File: src/hdl/smw_cfg.svh
/*
 Constants for the sleep and wake controller: register bit positions, timing.
 Assumes inclusion by bare name from the design files.
*/
`ifndef SMW_CFG_SVH
`define SMW_CFG_SVH
`define SMW_CLK_SPD_IDLE_STOP_BIT   10
`define SMW_CLK_SPD_CRYSTAL_BIT     9
`define SMW_CLK_SPD_TRIMMED_BIT     8
`define SMW_INT_GEN_ASYNC_WAKE_BIT  14
`define SMW_DAC_PDO_ENABLE_BIT      2
`define SMW_CLK_SPD_ADDR            8'h3D
`define SMW_INT_GEN_ADDR            8'h38
`define SMW_DAC_CTRL_ADDR           8'h34
`define SMW_CLK_PERIOD_NS           20
`define SMW_CRYSTAL_START_NS        2000
`define SMW_TRIMMED_START_NS        400
`define SMW_CRYSTAL_START_CYC \
   ((`SMW_CRYSTAL_START_NS + `SMW_CLK_PERIOD_NS - 1) / `SMW_CLK_PERIOD_NS)
`define SMW_TRIMMED_START_CYC \
   ((`SMW_TRIMMED_START_NS + `SMW_CLK_PERIOD_NS - 1) / `SMW_CLK_PERIOD_NS)
`define SMW_CNT_W                   12
`define SMW_NUM_PORT_WAKE           12
`endif

File: src/hdl/smw_pkg.sv
/*
 Types for the sleep and wake controller.
 Assumes smw_cfg.svh is compiled with it.
*/
`default_nettype none
`include "smw_cfg.svh"
package smw_pkg;
   typedef enum logic [1:0] {SMW_AWAKE, SMW_SLEEP, SMW_SETTLE} smw_state_e;
   typedef enum logic [1:0] {SMW_WAKE_NONE, SMW_WAKE_RESET, SMW_WAKE_VECTOR, SMW_WAKE_RESUME}
      smw_wake_e;
   typedef struct packed {
      logic idle_stop;
      logic crystal_en;
      logic trimmed_en;
      logic async_wake;
      logic pdo_en;
      logic global_int_en;
   } smw_ctrl_s;
   typedef struct packed {
      logic cpu_clk_en;
      logic pll_en;
      logic master_clk_en;
      logic half_mc_timer_run;
      logic ref_timer_run;
   } smw_clk_s;
endpackage : smw_pkg
`default_nettype wire

File: src/hdl/smw_sleep_ctrl.sv
/*
 Sleep-mode controller: gates the CPU clock on sleep and PLL, master clock and timers per idle stop and oscillator enables, wakes on reset
 pin rise, masked timer underflow or masked port edge, and on an interrupt wake holds the CPU clock until the
 reference oscillator has restarted.
 Assumes control bits come from registers on ref_clk_i; pins and underflows are asynchronous.
*/
`default_nettype none
`include "smw_cfg.svh"
module smw_sleep_ctrl (
   input  wire logic                           ref_clk_i,
   input  wire logic                           sys_rst_i,
   input  wire logic [15:0]                    clock_speed_control_i,
   input  wire logic [15:0]                    interrupt_general_control_i,
   input  wire logic [15:0]                    dac_control_i,
   input  wire logic                           global_int_en_i,
   input  wire logic [1:0]                     interrupt_mask_timer_i,
   input  wire logic [`SMW_NUM_PORT_WAKE-1:0]  interrupt_mask_port_i,
   input  wire logic [`SMW_NUM_PORT_WAKE-1:0]  port_edge_rise_i,
   input  wire logic [`SMW_NUM_PORT_WAKE-1:0]  port_pin_i,
   input  wire logic [1:0]                     timer_half_mc_src_i,
   input  wire logic [1:0]                     timer_enable_i,
   input  wire logic [1:0]                     timer_underflow_i,
   input  wire logic                           dac_timer_underflow_i,
   input  wire logic                           reset_pin_i,
   input  wire logic                           sleep_cmd_i,
   output smw_pkg::smw_clk_s                   clk_ctrl_o,
   output logic                                asleep_o,
   output smw_pkg::smw_wake_e                  wake_kind_o,
   output logic                                wake_pulse_o
);
   smw_pkg::smw_state_e state;
   smw_pkg::smw_ctrl_s  ctrl;
   smw_pkg::smw_ctrl_s  held;
   smw_pkg::smw_state_e next_state;
   logic [`SMW_CNT_W-1:0] settle_cnt;
   logic [`SMW_CNT_W-1:0] next_settle_cnt;
   logic [`SMW_NUM_PORT_WAKE-1:0] port_rise;
   logic [`SMW_NUM_PORT_WAKE-1:0] port_fall;
   logic [1:0] tmr_pulse;
   logic [1:0] unused_tmr_fall;
   logic [1:0] unused_tmr_lvl;
   logic [`SMW_NUM_PORT_WAKE-1:0] unused_port_lvl;
   logic rst_rise;
   logic rst_fall;
   logic rst_lvl;
   logic dac_rise;
   logic dac_fall;
   logic dac_lvl;
   logic port_wake;
   logic timer_wake;
   logic int_wake;
   logic mid_or_deep;
   logic ref_on;

   // Control bit extraction
   always_comb begin
      ctrl.idle_stop     = clock_speed_control_i[`SMW_CLK_SPD_IDLE_STOP_BIT];
      ctrl.crystal_en    = clock_speed_control_i[`SMW_CLK_SPD_CRYSTAL_BIT];
      ctrl.trimmed_en    = clock_speed_control_i[`SMW_CLK_SPD_TRIMMED_BIT];
      ctrl.async_wake    = interrupt_general_control_i[`SMW_INT_GEN_ASYNC_WAKE_BIT];
      ctrl.pdo_en        = dac_control_i[`SMW_DAC_PDO_ENABLE_BIT];
      ctrl.global_int_en = global_int_en_i;
   end

   smw_sync u_rst_sync (
      .ref_clk_i (ref_clk_i),
      .sys_rst_i (sys_rst_i),
      .async_i   (reset_pin_i),
      .level_o   (rst_lvl),
      .rise_o    (rst_rise),
      .fall_o    (rst_fall)
   );

   smw_sync u_dac_sync (
      .ref_clk_i (ref_clk_i),
      .sys_rst_i (sys_rst_i),
      .async_i   (dac_timer_underflow_i),
      .level_o   (dac_lvl),
      .rise_o    (dac_rise),
      .fall_o    (dac_fall)
   );

   genvar gi;
   generate
      for (gi = 0; gi < `SMW_NUM_PORT_WAKE; gi = gi + 1) begin : g_port
         smw_sync u_port_sync (
            .ref_clk_i (ref_clk_i),
            .sys_rst_i (sys_rst_i),
            .async_i   (port_pin_i[gi]),
            .level_o   (unused_port_lvl[gi]),
            .rise_o    (port_rise[gi]),
            .fall_o    (port_fall[gi])
         );
      end
      for (gi = 0; gi < 2; gi = gi + 1) begin : g_tmr
         smw_sync u_tmr_sync (
            .ref_clk_i (ref_clk_i),
            .sys_rst_i (sys_rst_i),
            .async_i   (timer_underflow_i[gi]),
            .level_o   (unused_tmr_lvl[gi]),
            .rise_o    (tmr_pulse[gi]),
            .fall_o    (unused_tmr_fall[gi])
         );
      end
   endgenerate

   // Wake qualification from settings held at sleep entry
   always_comb begin
      mid_or_deep = held.idle_stop;
      ref_on      = held.crystal_en | held.trimmed_en;
      port_wake   = |(interrupt_mask_port_i & ((port_rise & port_edge_rise_i) |
                    (port_fall & ~port_edge_rise_i)));
      timer_wake  = 1'b0;
      for (int i = 0; i < 2; i++) begin
         if (tmr_pulse[i] & interrupt_mask_timer_i[i] & timer_enable_i[i] &
             ((timer_half_mc_src_i[i] & ~mid_or_deep) |
              (~timer_half_mc_src_i[i] & ref_on))) begin
            timer_wake = 1'b1;
         end
      end
      // Stop bit set needs async wake for any interrupt; DAC underflow never wakes
      int_wake = (port_wake | timer_wake) & (~mid_or_deep | held.async_wake);
   end

   // Sleep sequencing
   always_comb begin
      next_state      = state;
      next_settle_cnt = settle_cnt;
      unique case (state)
         smw_pkg::SMW_AWAKE: begin
            if (sleep_cmd_i) begin
               next_state = smw_pkg::SMW_SLEEP;
            end
         end
         smw_pkg::SMW_SLEEP: begin
            if (rst_rise) begin
               next_state = smw_pkg::SMW_AWAKE;
            end else if (int_wake) begin
               next_state = smw_pkg::SMW_SETTLE;
               if (~ref_on | mid_or_deep) begin
                  next_settle_cnt = held.crystal_en ? `SMW_CNT_W'(`SMW_CRYSTAL_START_CYC) :
                                    `SMW_CNT_W'(`SMW_TRIMMED_START_CYC);
               end else begin
                  next_settle_cnt = '0;
               end
            end
         end
         smw_pkg::SMW_SETTLE: begin
            if (rst_rise) begin
               next_state = smw_pkg::SMW_AWAKE;
            end else if (settle_cnt == '0) begin
               next_state = smw_pkg::SMW_AWAKE;
            end else begin
               next_settle_cnt = settle_cnt - `SMW_CNT_W'(1);
            end
         end
      endcase
   end

   always_ff @(posedge ref_clk_i or posedge sys_rst_i) begin
      if (sys_rst_i) begin
         state      <= smw_pkg::SMW_AWAKE;
         settle_cnt <= '0;
      end else begin
         state      <= next_state;
         settle_cnt <= next_settle_cnt;
      end
   end

   // Settings captured at the sleep command
   always_ff @(posedge ref_clk_i or posedge sys_rst_i) begin
      if (sys_rst_i) begin
         held <= '0;
      end else if (state == smw_pkg::SMW_AWAKE && sleep_cmd_i) begin
         held <= ctrl;
      end
   end

   // Clock gating outputs, registered
   always_ff @(posedge ref_clk_i or posedge sys_rst_i) begin
      if (sys_rst_i) begin
         clk_ctrl_o <= '{cpu_clk_en: 1'b1, pll_en: 1'b1, master_clk_en: 1'b1,
                         half_mc_timer_run: 1'b1, ref_timer_run: 1'b1};
      end else if (next_state == smw_pkg::SMW_AWAKE) begin
         clk_ctrl_o <= '{cpu_clk_en: 1'b1, pll_en: 1'b1, master_clk_en: 1'b1,
                         half_mc_timer_run: 1'b1, ref_timer_run: 1'b1};
      end else if (next_state == smw_pkg::SMW_SLEEP) begin
         clk_ctrl_o.cpu_clk_en <= 1'b0;
         clk_ctrl_o.pll_en <= state == smw_pkg::SMW_AWAKE ? ~ctrl.idle_stop :
                              ~held.idle_stop;
         clk_ctrl_o.master_clk_en <= state == smw_pkg::SMW_AWAKE ? ~ctrl.idle_stop :
                                     ~held.idle_stop;
         clk_ctrl_o.half_mc_timer_run <= state == smw_pkg::SMW_AWAKE ? ~ctrl.idle_stop :
                                         ~held.idle_stop;
         clk_ctrl_o.ref_timer_run <= state == smw_pkg::SMW_AWAKE ?
                                     (ctrl.crystal_en | ctrl.trimmed_en) : ref_on;
      end else begin
         clk_ctrl_o.cpu_clk_en    <= 1'b0;
         clk_ctrl_o.pll_en        <= 1'b1;
         clk_ctrl_o.master_clk_en <= 1'b0;
      end
   end

   // Wake report
   always_ff @(posedge ref_clk_i or posedge sys_rst_i) begin
      if (sys_rst_i) begin
         asleep_o     <= 1'b0;
         wake_kind_o  <= smw_pkg::SMW_WAKE_NONE;
         wake_pulse_o <= 1'b0;
      end else begin
         asleep_o     <= next_state != smw_pkg::SMW_AWAKE;
         wake_pulse_o <= state != smw_pkg::SMW_AWAKE && next_state == smw_pkg::SMW_AWAKE;
         if (state != smw_pkg::SMW_AWAKE && rst_rise) begin
            wake_kind_o <= smw_pkg::SMW_WAKE_RESET;
         end else if (state == smw_pkg::SMW_SLEEP && int_wake) begin
            wake_kind_o <= held.global_int_en ? smw_pkg::SMW_WAKE_VECTOR :
                           smw_pkg::SMW_WAKE_RESUME;
         end else if (state == smw_pkg::SMW_AWAKE && sleep_cmd_i) begin
            wake_kind_o <= smw_pkg::SMW_WAKE_NONE;
         end
      end
   end

   logic unused_ok;
   assign unused_ok = rst_lvl ^ rst_fall ^ dac_lvl ^ dac_rise ^ dac_fall ^ held.pdo_en ^
                      (|unused_tmr_fall) ^ (|unused_tmr_lvl) ^ (|unused_port_lvl);
endmodule // smw_sleep_ctrl
`default_nettype wire

File: src/hdl/smw_sync.sv
/*
 Two flip-flop synchroniser with rising and falling edge detect after stage two.
 Assumes an asynchronous input; edges are one-cycle pulses.
*/
`default_nettype none
module smw_sync (
   input  wire logic ref_clk_i,
   input  wire logic sys_rst_i,
   input  wire logic async_i,
   output logic      level_o,
   output logic      rise_o,
   output logic      fall_o
);
   logic meta;
   logic sync;
   logic last;
   always_ff @(posedge ref_clk_i or posedge sys_rst_i) begin
      if (sys_rst_i) begin
         meta <= 1'b0;
         sync <= 1'b0;
         last <= 1'b0;
      end else begin
         meta <= async_i;
         sync <= meta;
         last <= sync;
      end
   end
   assign level_o = sync;
   assign rise_o  = sync & ~last;
   assign fall_o  = ~sync & last;
endmodule // smw_sync
`default_nettype wire

File: config.mk
export PLATFORM = sky130hd
export DESIGN_NAME = smw_sleep_ctrl
export DESIGN_NICKNAME = d
export VERILOG_FILES = /design/src/hdl/smw_pkg.sv /design/src/hdl/smw_sleep_ctrl.sv /design/src/hdl/smw_sync.sv
export VERILOG_INCLUDE_DIRS = /design/src /design/src/hdl
export SDC_FILE = /design/constraint.sdc
export NUM_CORES = 1
export LEC_CHECK = 0
export ABC_AREA = 1
export BUFFER_PORTS_ARGS = -buffer_cell sky130_fd_sc_hd__buf_2
export CAP_MARGIN = 10
export CELL_PAD_IN_SITES_DETAIL_PLACEMENT = 0
export CELL_PAD_IN_SITES_GLOBAL_PLACEMENT = 2
export CORE_AREA = 2 2 107 109
export CTS_CLUSTER_SIZE = 30
export DETAILED_ROUTE_END_ITERATION = 12
export DIE_AREA = 0 0 109 111
export GPL_ROUTABILITY_DRIVEN = 0
export PLACE_DENSITY = 0.87
export SYNTH_ARGS = -nofsm -noshare
export SYNTH_HDL_FRONTEND = slang
export SYNTH_SLANG_ARGS = --single-unit
export TNS_END_PERCENT = 100
File: constraint.sdc
create_clock -name ref_clk_i -period 2.5 [get_ports ref_clk_i]
set_clock_uncertainty 0.1 [all_clocks]
set_input_delay 0.25 -clock ref_clk_i [delete_from_list [all_inputs] [get_ports ref_clk_i]]
set_output_delay 0.25 -clock ref_clk_i [all_outputs]
set_load 0.02 [all_outputs]
==> results of run 1 <==
## synth_stat cells (all sizes together)
cell	n
nand2	88
dfrtp	68
inv	57
nor2	22
nand3	20
o21ai	12
a21oi	11
o21bai	8
o31ai	7
xor2	7
nand4	6
dfstp	5
ha	4
buf	2
nand3b	2
nor3	2
a21boi	1
a21o	1
nor4	1
o211ai	1
o21a	1
or2	1
## flip-flops by register name, summed over array words and instances, names as in the netlist, 4 cells and up
register and count:
g_port.u_port_sync.last 12, g_port.u_port_sync.level_o 12, g_port.u_port_sync.meta 12, settle_cnt 12, clk_ctrl_o 5, held 4
## where the power goes
group          internal (mW)  switching [mW]  leakage, nW
Combinational          0.420           0.745         1.06
Sequential              1.41           0.124        0.869
Clock                  0.699           0.483        0.135
Total                   2.53            1.35         2.06
## cell type report
type	count	area, sq um	area share
Inverter	57	214	0.0531
Clock inverter	6	42.5	0.0106
Tap cell	143	179	0.0444
Clock buffer	10	239	0.0593
Sequential cell	73	1830	0.455
Multi-Input combinational cell	195	1040	0.257
Timing Repair Buffer	78	485	0.120
## worst max-delay path, delay by kind of cell, from the launching register on
kind / cells / cell delay (ns)
DFF: 1 / 0.36
buffers and inverters: 1 / 0.11
and+or+nand+nor: 6 / 0.63
adders and majority gates: 1 / 0.30
AOI/OAI and AO/OA: 3 / 0.44
## logic make-up after synthesis
logic type / after synthesis / share of synthesized area
buffers and inverters: 59 / 0.0772
XOR/XNOR: 7 / 0.0197
flip-flops: 73 / 0.589
AND/OR/NAND/NOR: 142 / 0.210
adder cells (fa/ha/maj): 4 / 0.0161
AO/OA/AOI/OAI: 42 / 0.0877
## metrics by stage
step	worst slack [ns]	cells	utilization	power (mW)	hold WS (ns)
2_1_floorplan	0.305	327	-	2.45	0.181
3_3_place_gp	0.478	530	0.324	2.68	0.205
3_5_place_dp	0.463	530	0.324	2.70	0.210
4_1_cts	0.458	562	0.364	3.94	0.00395
5_1_grt	0.268	562	0.364	4.18	0.0349
6_report	0.465	562	0.364	3.88	0.0168
## layout by cell type, fill, tap and decap left out, types with 2 or more instances in the layout
master,instances
o31ai_1,7
nand3_1,17
clkinv_2,2
nor2_1,16
a21oi_2,2
nor2_2,6
inv_1,56
nand3_2,3
o21ai_0,11
clkbuf_16,9
nor3_1,2
a21oi_1,9
nand3b_1,2
nand4_1,5
o21bai_1,8
ha_1,4
nand2_1,82
dfstp_2,5
clkinvlp_4,2
xor2_1,7
nand2_2,5
dlygate4sd3_1,16
dfrtp_1,68
buf_2,61
## layer usage
metal,up-vias,share of wire,GRT usage
met1,1087,0.47,0.136
met3,9,0.055,0.0329
met4,0,0.018,0.0487
li1,1200,-,-
met2,46,0.46,0.179
met5,-,0,0
## path summary, 6_finish.rpt
check                                           start                             to  cells after the start
setup / recovery                        settle_cnt[0]                  settle_cnt[5]                     11
hold / removal                        global_int_en_i                        held[0]                      3
setup reg to reg                        settle_cnt[0]                  settle_cnt[5]                     11
hold reg to reg            g_port[0].u_port_sync.meta  g_port[0].u_port_sync.level_o                      0
max in group asynchronous                   sys_rst_i                  clk_ctrl_o[4]                      4
min in group asynchronous                   sys_rst_i     g_port[5].u_port_sync.last                      3
## timing repair
action | 4_1_cts | 5_1_grt
endpoints found under the hold margin | 37 | 0
setup buffers | 0 | 0
hold buffers | 16 | 0
==> impl_metrics.json, run 1 <==
{
  "status": "finished clean",
  "netlist_area_sq_um": 3110,
  "diodes": 0,
  "cts_buffer_depth": 2,
  "post-route-min-period_ns": 2.03,
  "place_area_sq_um": 3590,
  "num-nets-final": 516,
  "vias_per_cell": 4.17,
  "yosysTopAreaCellShare": 0.547,
  "grt_setup_unrepaired": "false",
  "startpoint_type": "register",
  "portBuffers": 61,
  "fmax_mhz": 491,
  "insertion_delay_ns": 0.33,
  "ys_ff_latch": 73,
  "dr.pass1.iters": 4,
  "grt_overflow_total": 0,
  "endpoint_kind": "register",
  "root_buffer": "clkbuf_16",
  "setup_viol": 0,
  "drt_iter0_drc": 97,
  "drive_above_1_share": 0.248,
  "cp_cell_sequence": "inv_1 -> ha_1 -> nand3_2 -> nor2_2 -> nand3_2 -> nand2_2 -> nor2_1 -> o21a_4 -> nand2_8 -> a21oi_1 -> a21o_1",
  "hp-class": "input pin to register",
  "grt_max_degree": 52,
  "tritoncts": "built",
  "avgSynthCellArea_sq_um": 9.51,
  "die_w_um": 109,
  "dp_hpwl_mm": 4.39,
  "yosysWarnings": 0,
  "grt_pass1_vias": 2345,
  "post_cts_resized": 0,
  "powerDensity_nw_per_um2": 962,
  "dr_total_vias": 2342,
  "dieArea_sq_um": 12100,
  "core_sq_um": 11100,
  "synth_seq_area_share": 0.589,
  "drv_cap": 0,
  "tns_ns": 0,
  "grt_use_total": 0.111,
  "io_pins": 107,
  "cts_buffers": 9,
  "reg2reg_setup_slack_ns": 0.47,
  "start_util": 0.281,
  "timing.final.max_slew_violations": 0,
  "synth_cell_types": 30,
  "fin_crit_sh": 0.814,
  "worstSetupPathType": "register to register",
  "wire_per_inst_um": 10.9,
  "synth_top_cell_by_area": "dfrtp_1",
  "wl_mm": 6.14,
  "syn_to_final_growth_pct": 29.6,
  "row_count": 39,
  "final_area_sq_um": 4030,
  "fillers": 1134,
  "finalHoldViolCount": 0,
  "synthCells": 327,
  "worst_pin_slew_ns": 0.493,
  "grt_first_pass_wirelength_mm": 10.5,
  "crit_path_max_incr_delay_ns": 0.36,
  "synth_nets": 429,
  "worst_path_most_repeated_cell": "nand3_2",
  "drc": 0,
  "crit_slowest_cell": "dfrtp_1",
  "arrival_ns": 2.16,
  "leakagePower_nw": 2.06,
  "antenna_found_initial": 0,
  "ir_drop_uv": 467,
  "htree_levels": 3,
  "cp.required_ns": 2.63,
  "crit_path_max_fanout": 24,
  "ant_nets": 0,
  "cts.sinks": 73,
  "cts.clk_slew.worst_paths_ns": 0.06,
  "yosys-top-cells-area": "dfrtp_1 (55%), nand2_1 (9.9%), inv_1 (6.9%), dfstp_2 (4.2%), nand3_1 (2.7%)",
  "die-height_um": 111,
  "slew_headroom": 0.671
}
(Power assumes the default switching activity.)
==> run 2, diff against run 1 <==
- ABC_AREA: 1 -> 0
- PLACE_DENSITY: 0.87 -> 0.84
- clock period: 2.5 -> 1.8 ns (I/O delays scaled with it)
==> run 2 against run 1 <==
  * The flow now finishes with violations (negative setup slack)
  * Core utilization is 5.0 points higher
  * Wire length is 13% higher
  * Cell area is 14% higher
  * Combinational power is 110% higher
  * Clock power is 58% higher
  * Register-to-register slack worse by 1.0 ns
  * Flip-flop and latch count stayed put
  * Sequential share of layout area is 5.5 points lower
  * Non-clock buffer count is 64 higher
  * Via count is 2.4% higher
  * First-iteration DRC count is 37% lower
==> impl_metrics.json, run 2 <==
{
  "ys.flop_type": "dfrtp_1",
  "num-nets-final": 491,
  "ir_drop_uv": 907,
  "io_pins": 107,
  "vias_per_cell": 4.48,
  "crit_path_max_fanout": 4,
  "worst-path-buf-inv": 1,
  "drive_above_1_share": 0.471,
  "avgSynthCellArea_sq_um": 12.3,
  "ys_ff_latch": 73,
  "powerDensity_nw_per_um2": 1400,
  "synth_cell_types": 55,
  "synth_nets": 344,
  "dp_hpwl_mm": 4.85,
  "dr.pass1.iters": 4,
  "startpoint_type": "register",
  "place_area_sq_um": 3830,
  "worst_pin_slew_ns": 0.407,
  "post-route-min-period_ns": 2.35,
  "synthTopCellsByCount": "dfrtp_1 (68), inv_1 (18), o21ai_0 (14)",
  "layout.cells.non_filler": 536,
  "final_common_cell": "dfrtp_1",
  "htree_levels": 3,
  "ant_nets": 0,
  "grt_pass1_vias": 2504,
  "crit_path_max_incr_delay_ns": 0.49,
  "place_inst": 488,
  "core_sq_um": 11100,
  "final_cell_mix": "dfrtp_1 (68), buf_2 (61), buf_4 (54), dlygate4sd3_1 (19), inv_1 (17)",
  "slew_headroom": 0.722,
  "portBuffers": 61,
  "reg2reg_setup_slack_ns": -0.55,
  "grt_first_pass_wirelength_mm": 11.6,
  "yosysWarnings": 0,
  "cts_buffers": 9,
  "fillers": 1035,
  "timing.final.max_slew_violations": 0,
  "die-height_um": 111,
  "leakagePower_nw": 2.10,
  "grt_use_total": 0.123,
  "synth_seq_area_share": 0.614,
  "drv_cap": 0,
  "root_buffer": "clkbuf_16",
  "arrival_ns": 2.47,
  "grt_max_degree": 74,
  "crit_slowest_cell": "or4_4",
  "hp-class": "input pin to register",
  "post-route-util": 0.414,
  "cp_cell_sequence": "and4b_1 -> nor4_2 -> nand4_1 -> or4_4 -> buf_6 -> o2111ai_2 -> o21ai_1 -> a221oi_1",
  "setup_viol": 23,
  "synth_top_cell_by_area": "dfrtp_1",
  "final_area_sq_um": 4580,
  "grt_overflow_total": 0,
  "fin_crit_sh": 1.30,
  "finalHoldViolCount": 0,
  "cts_buffer_depth": 2,
  "yosys-top-cells-area": "dfrtp_1 (57%), dfstp_2 (4.4%), and3b_1 (2.3%), o21ai_0 (2.3%), inv_1 (2.3%)",
  "cts.sinks": 73,
  "crit_family": "simple AND/OR/NAND/NOR gates",
  "drt_iter0_drc": 61,
  "cts.clk_slew.worst_paths_ns": 0.06,
  "netlist_area_sq_um": 2980,
  "worstSetupPathType": "register to register",
  "row_count": 39,
  "syn_to_final_growth_pct": 53.5,
  "status": "complete, but fails checks",
  "yosysTopAreaCellShare": 0.570,
  "fmax_mhz": 426,
  "synth-edff-count": 0,
  "violations": "negative setup slack",
  "drc": 0,
  "wl_mm": 6.97,
  "wire_per_inst_um": 13.0,
  "post-synth-top-count-cell": "dfrtp_1",
  "insertion_delay_ns": 0.33,
  "die_w_um": 109,
  "diodes": 0,
  "start_util": 0.269,
  "synth_async_sr_flop_share": 1.00,
  "dr_total_vias": 2399,
  "fin_ws_ns": -0.545,
  "endpoint_kind": "register",
  "cp.required_ns": 1.93,
  "dieArea_sq_um": 12100,
  "grt_setup_unrepaired": "true",
  "tritoncts": "built",
  "antenna_found_initial": 0,
  "synthCells": 242
}
## run 2: cell count changes after synthesis, sizes merged, moves of 10 or more
cell   previous run  this run
inv              57        18
nand3            20         6
nor2             22         8
nand2            88        11
o21ai            12        22
## run 2: layout make-up
class | instances | area (sq um) | area share
Sequential cell | 73 | 1830 | 0.400
Clock inverter | 3 | 47.5 | 0.0104
Timing Repair Buffer | 142 | 1000 | 0.218
Clock buffer | 12 | 267 | 0.0582
Multi-Input combinational cell | 145 | 1180 | 0.258
Inverter | 18 | 71.3 | 0.0156
Tap cell | 143 | 179 | 0.0391
## run 2: report_power, final
part	switching (mW)	total [mW]	internal, mW
registers	0.145	2.09	1.95
logic	1.19	2.44	1.25
clock network	0.675	1.86	1.19
total	2.01	6.40	4.38
## run 2: path summary, 6_finish.rpt
path,from,end,cells past startpoint
setup / recovery,g_port[8].u_port_sync.level_o,settle_cnt[6],8
hold / removal,clock_speed_control_i[10],mid_or_deep,2
setup reg to reg,g_port[8].u_port_sync.level_o,settle_cnt[6],8
min in group asynchronous,sys_rst_i,asleep_o,4
hold reg to reg,g_port[6].u_port_sync.meta,g_port[6].u_port_sync.level_o,0
max in group asynchronous,sys_rst_i,clk_ctrl_o[0],4
## run 2: stage by stage
step                      setup slack [ns]  setup TNS (ns)  power, mW  hold slack [ns]
after floorplan                     -0.416           -7.06       3.29            0.111
after global placement              -0.569          -10.21       4.07            0.190
after detailed placement            -0.656          -11.85       4.13            0.190
after CTS                           -0.572          -11.09       6.24          0.00342
after global routing                -0.664          -13.22       6.79           0.0158
final                               -0.545          -10.85       6.40           0.0126
## run 2: logic make-up (layout without fill, tap and decap cells)
group	after synthesis	after routing	synth area share
flip-flops	73	73	0.614
AND/OR/NAND/NOR	73	73	0.160
AO/OA/AOI/OAI	60	60	0.144
buffers and inverters	24	175	0.0361
multiplexers	8	8	0.0293
adder cells (fa/ha/maj)	4	4	0.0168
## run 2: worst reg2reg max path: stages, from the launching register on
cell       delay (ns)
dfrtp_1          0.38
and4b_1          0.20
nor4_2           0.27
nand4_1          0.18
or4_4            0.49
buf_6            0.16
o2111ai_2        0.15
o21ai_1          0.09
a221oi_1         0.25
## run 2: metal layers
layer	vias up	routed length [um]	track usage
li1	1178	-	-
met1	1159	3100	0.157
met2	51	3400	0.193
met3	11	342	0.0388
met4	0	126	0.0504
met5	-	0	0
## run 2: what timing repair did
action                                  in CTS  in global routing
hold buffers                                18                  1
pin swaps                                    7                  4
buffers inserted                             6                  8
endpoints found under the setup margin      23                 28
gates resized for setup                     15                 20
hold endpoints to repair                    85                  1
==> run 3, diff against run 2 <==
- ABC_AREA: 0 -> 1
- CORE_AREA: 2 2 107 109 -> 2 2 113 115
- DIE_AREA: 0 0 109 111 -> 0 0 115 117
- PLACE_DENSITY: 0.84 -> 0.83
==> run 3 against run 2 <==
  * The flow still finishes with violations (negative setup slack)
  * Die area grew 11%
  * Non-clock buffer count shrank 34
  * Register-to-register slack gained 0.49 ns
  * Clock power grew 11%
  * Via count grew 3.3%
  * Global-route usage shrank 1.5 points
  * Total power shrank 0.54%
  * Cell area shrank 3.0%
  * Core utilization shrank 5.3 points
==> impl_metrics.json, run 3 (synthesized netlist as in run 1, its figures left out) <==
{
  "status": "complete, but fails checks",
  "violations": "negative setup slack",
  "r2r_end": "settle_cnt[10]",
  "timing.final.max_slew_violations": 0,
  "worst_path_most_repeated_cell": "nand3_2",
  "drv_cap": 0,
  "post-route-min-period_ns": 1.86,
  "endpoint_kind": "register",
  "cts.sinks": 73,
  "insertion_delay_ns": 0.33,
  "worstSetupPathType": "register to register",
  "drive_above_1_share": 0.327,
  "num-nets-final": 546,
  "fin_crit_sh": 1.03,
  "slew_headroom": 0.610,
  "io_pins": 107,
  "final_cell_mix": "nand2_1 (75), dfrtp_1 (68), buf_2 (61), inv_1 (54), buf_4 (24)",
  "grt_first_pass_wirelength_mm": 11.2,
  "hp-class": "input pin to register",
  "rr_startpoint": "settle_cnt[1]",
  "fmax_mhz": 539,
  "place_inst": 561,
  "cp_cell_sequence": "inv_1 -> ha_2 -> nand3_2 -> nor2_2 -> nand3_2 -> nand2_2 -> nor2_1 -> o21a_4 -> nand2_8 -> buf_12 -> nand2_1 -> o31ai_2",
  "antenna_found_initial": 0,
  "final_common_cell": "nand2_1",
  "leakagePower_nw": 2.27,
  "dieArea_sq_um": 13500,
  "syn_to_final_growth_pct": 42.8,
  "worst_pin_slew_ns": 0.583,
  "cts_buffer_depth": 2,
  "ant_nets": 0,
  "grt_use_total": 0.109,
  "ir_drop_uv": 524,
  "whs_ns": 0.0417,
  "row_count": 41,
  "setup_viol": 13,
  "crit_path_max_fanout": 11,
  "cp.required_ns": 1.94,
  "crit_slowest_cell": "dfrtp_1",
  "hold_end": "held[4]",
  "die-height_um": 117,
  "p_total_mw": 6.36,
  "worst_hold_path.num_cells": 3,
  "post-route-util": 0.361,
  "reg2regPathDepth": 12,
  "root_buffer": "clkbuf_16",
  "cts.clk_slew.worst_paths_ns": 0.06,
  "place_area_sq_um": 3810,
  "grt_pass1_vias": 2436,
  "layout.cells.non_filler": 599,
  "grt_overflow_total": 0,
  "cts_buffers": 9,
  "wire_per_inst_um": 11.5,
  "htree_levels": 3,
  "final_area_sq_um": 4440,
  "start_util": 0.253,
  "fin_ws_ns": -0.0562,
  "finalHoldViolCount": 0,
  "grt_setup_unrepaired": "true",
  "reg2reg_setup_slack_ns": -0.06,
  "drt_iter0_drc": 76,
  "min_from": "clock_speed_control_i[9]",
  "vias_per_cell": 4.14,
  "powerDensity_nw_per_um2": 1430,
  "grt_max_degree": 33,
  "dr.pass1.iters": 3,
  "portBuffers": 61,
  "dr_total_vias": 2479,
  "wl_mm": 6.87,
  "tritoncts": "built",
  "drc": 0,
  "diodes": 0,
  "die_w_um": 115,
  "crit_path_max_incr_delay_ns": 0.38,
  "dp_hpwl_mm": 5.01,
  "arrival_ns": 2.00,
  "startpoint_type": "register",
  "core_sq_um": 12300
}
==> run 3: final cells by class <==
cell class | instances | area (sq um)
Fill cell | 1272 | 7870
Clock buffer | 10 | 229
Inverter | 57 | 218
Tap cell | 150 | 188
Sequential cell | 73 | 1830
Clock inverter | 6 | 115
Timing Repair Buffer | 108 | 747
Multi-Input combinational cell | 195 | 1110
==> run 3: worst max-delay path, delay by kind of cell, from the launching register on <==
family	cells	cell delay [ns]
flip-flops	1	0.38
AO/OA/AOI/OAI	2	0.30
AND/OR/NAND/NOR	7	0.62
buffers and inverters	2	0.20
adder cells (fa/ha/maj)	1	0.18
==> run 3: metal layers <==
layer,global-route usage,part of all wire
met3,0.0314,0.041
met4,0.0482,0.010
met1,0.131,0.47
met2,0.182,0.48
met5,0,0
==> run 3: through the flow <==
stage	worst slack, ns	TNS (ns)
finish	-0.0562	-0.332
global route	-0.195	-2.94
CTS	-0.0591	-0.587
detailed placement	-0.0812	-0.654
global placement	-0.0386	-0.222
floorplan	0.0137	0
==> run 3: power by group <==
group,internal [mW],switching (mW)
clock,1.36,0.710
combinational,0.940,1.23
sequential,1.95,0.168
total,4.26,2.11
==> run 3: repair_timing <==
action,4_1_cts,5_1_grt
resized for setup,12,11
endpoints found under the setup margin,17,21
hold buffers,19,0
hold endpoints to repair,35,0
buffers inserted,2,1
pin swaps,4,4
==> run 3: worst max path at each step <==
stage,start,endpoint,slack (ns),cells past startpoint
detailed placement,held[3],clk_ctrl_o[1],-0.08,16
global route,held[3],settle_cnt[10],-0.20,14
global placement,held[3],clk_ctrl_o[1],-0.04,16
CTS,held[4],clk_ctrl_o[1],-0.06,16
floorplan,settle_cnt[0],settle_cnt[7],0.01,12
finish,settle_cnt[1],settle_cnt[10],-0.06,12
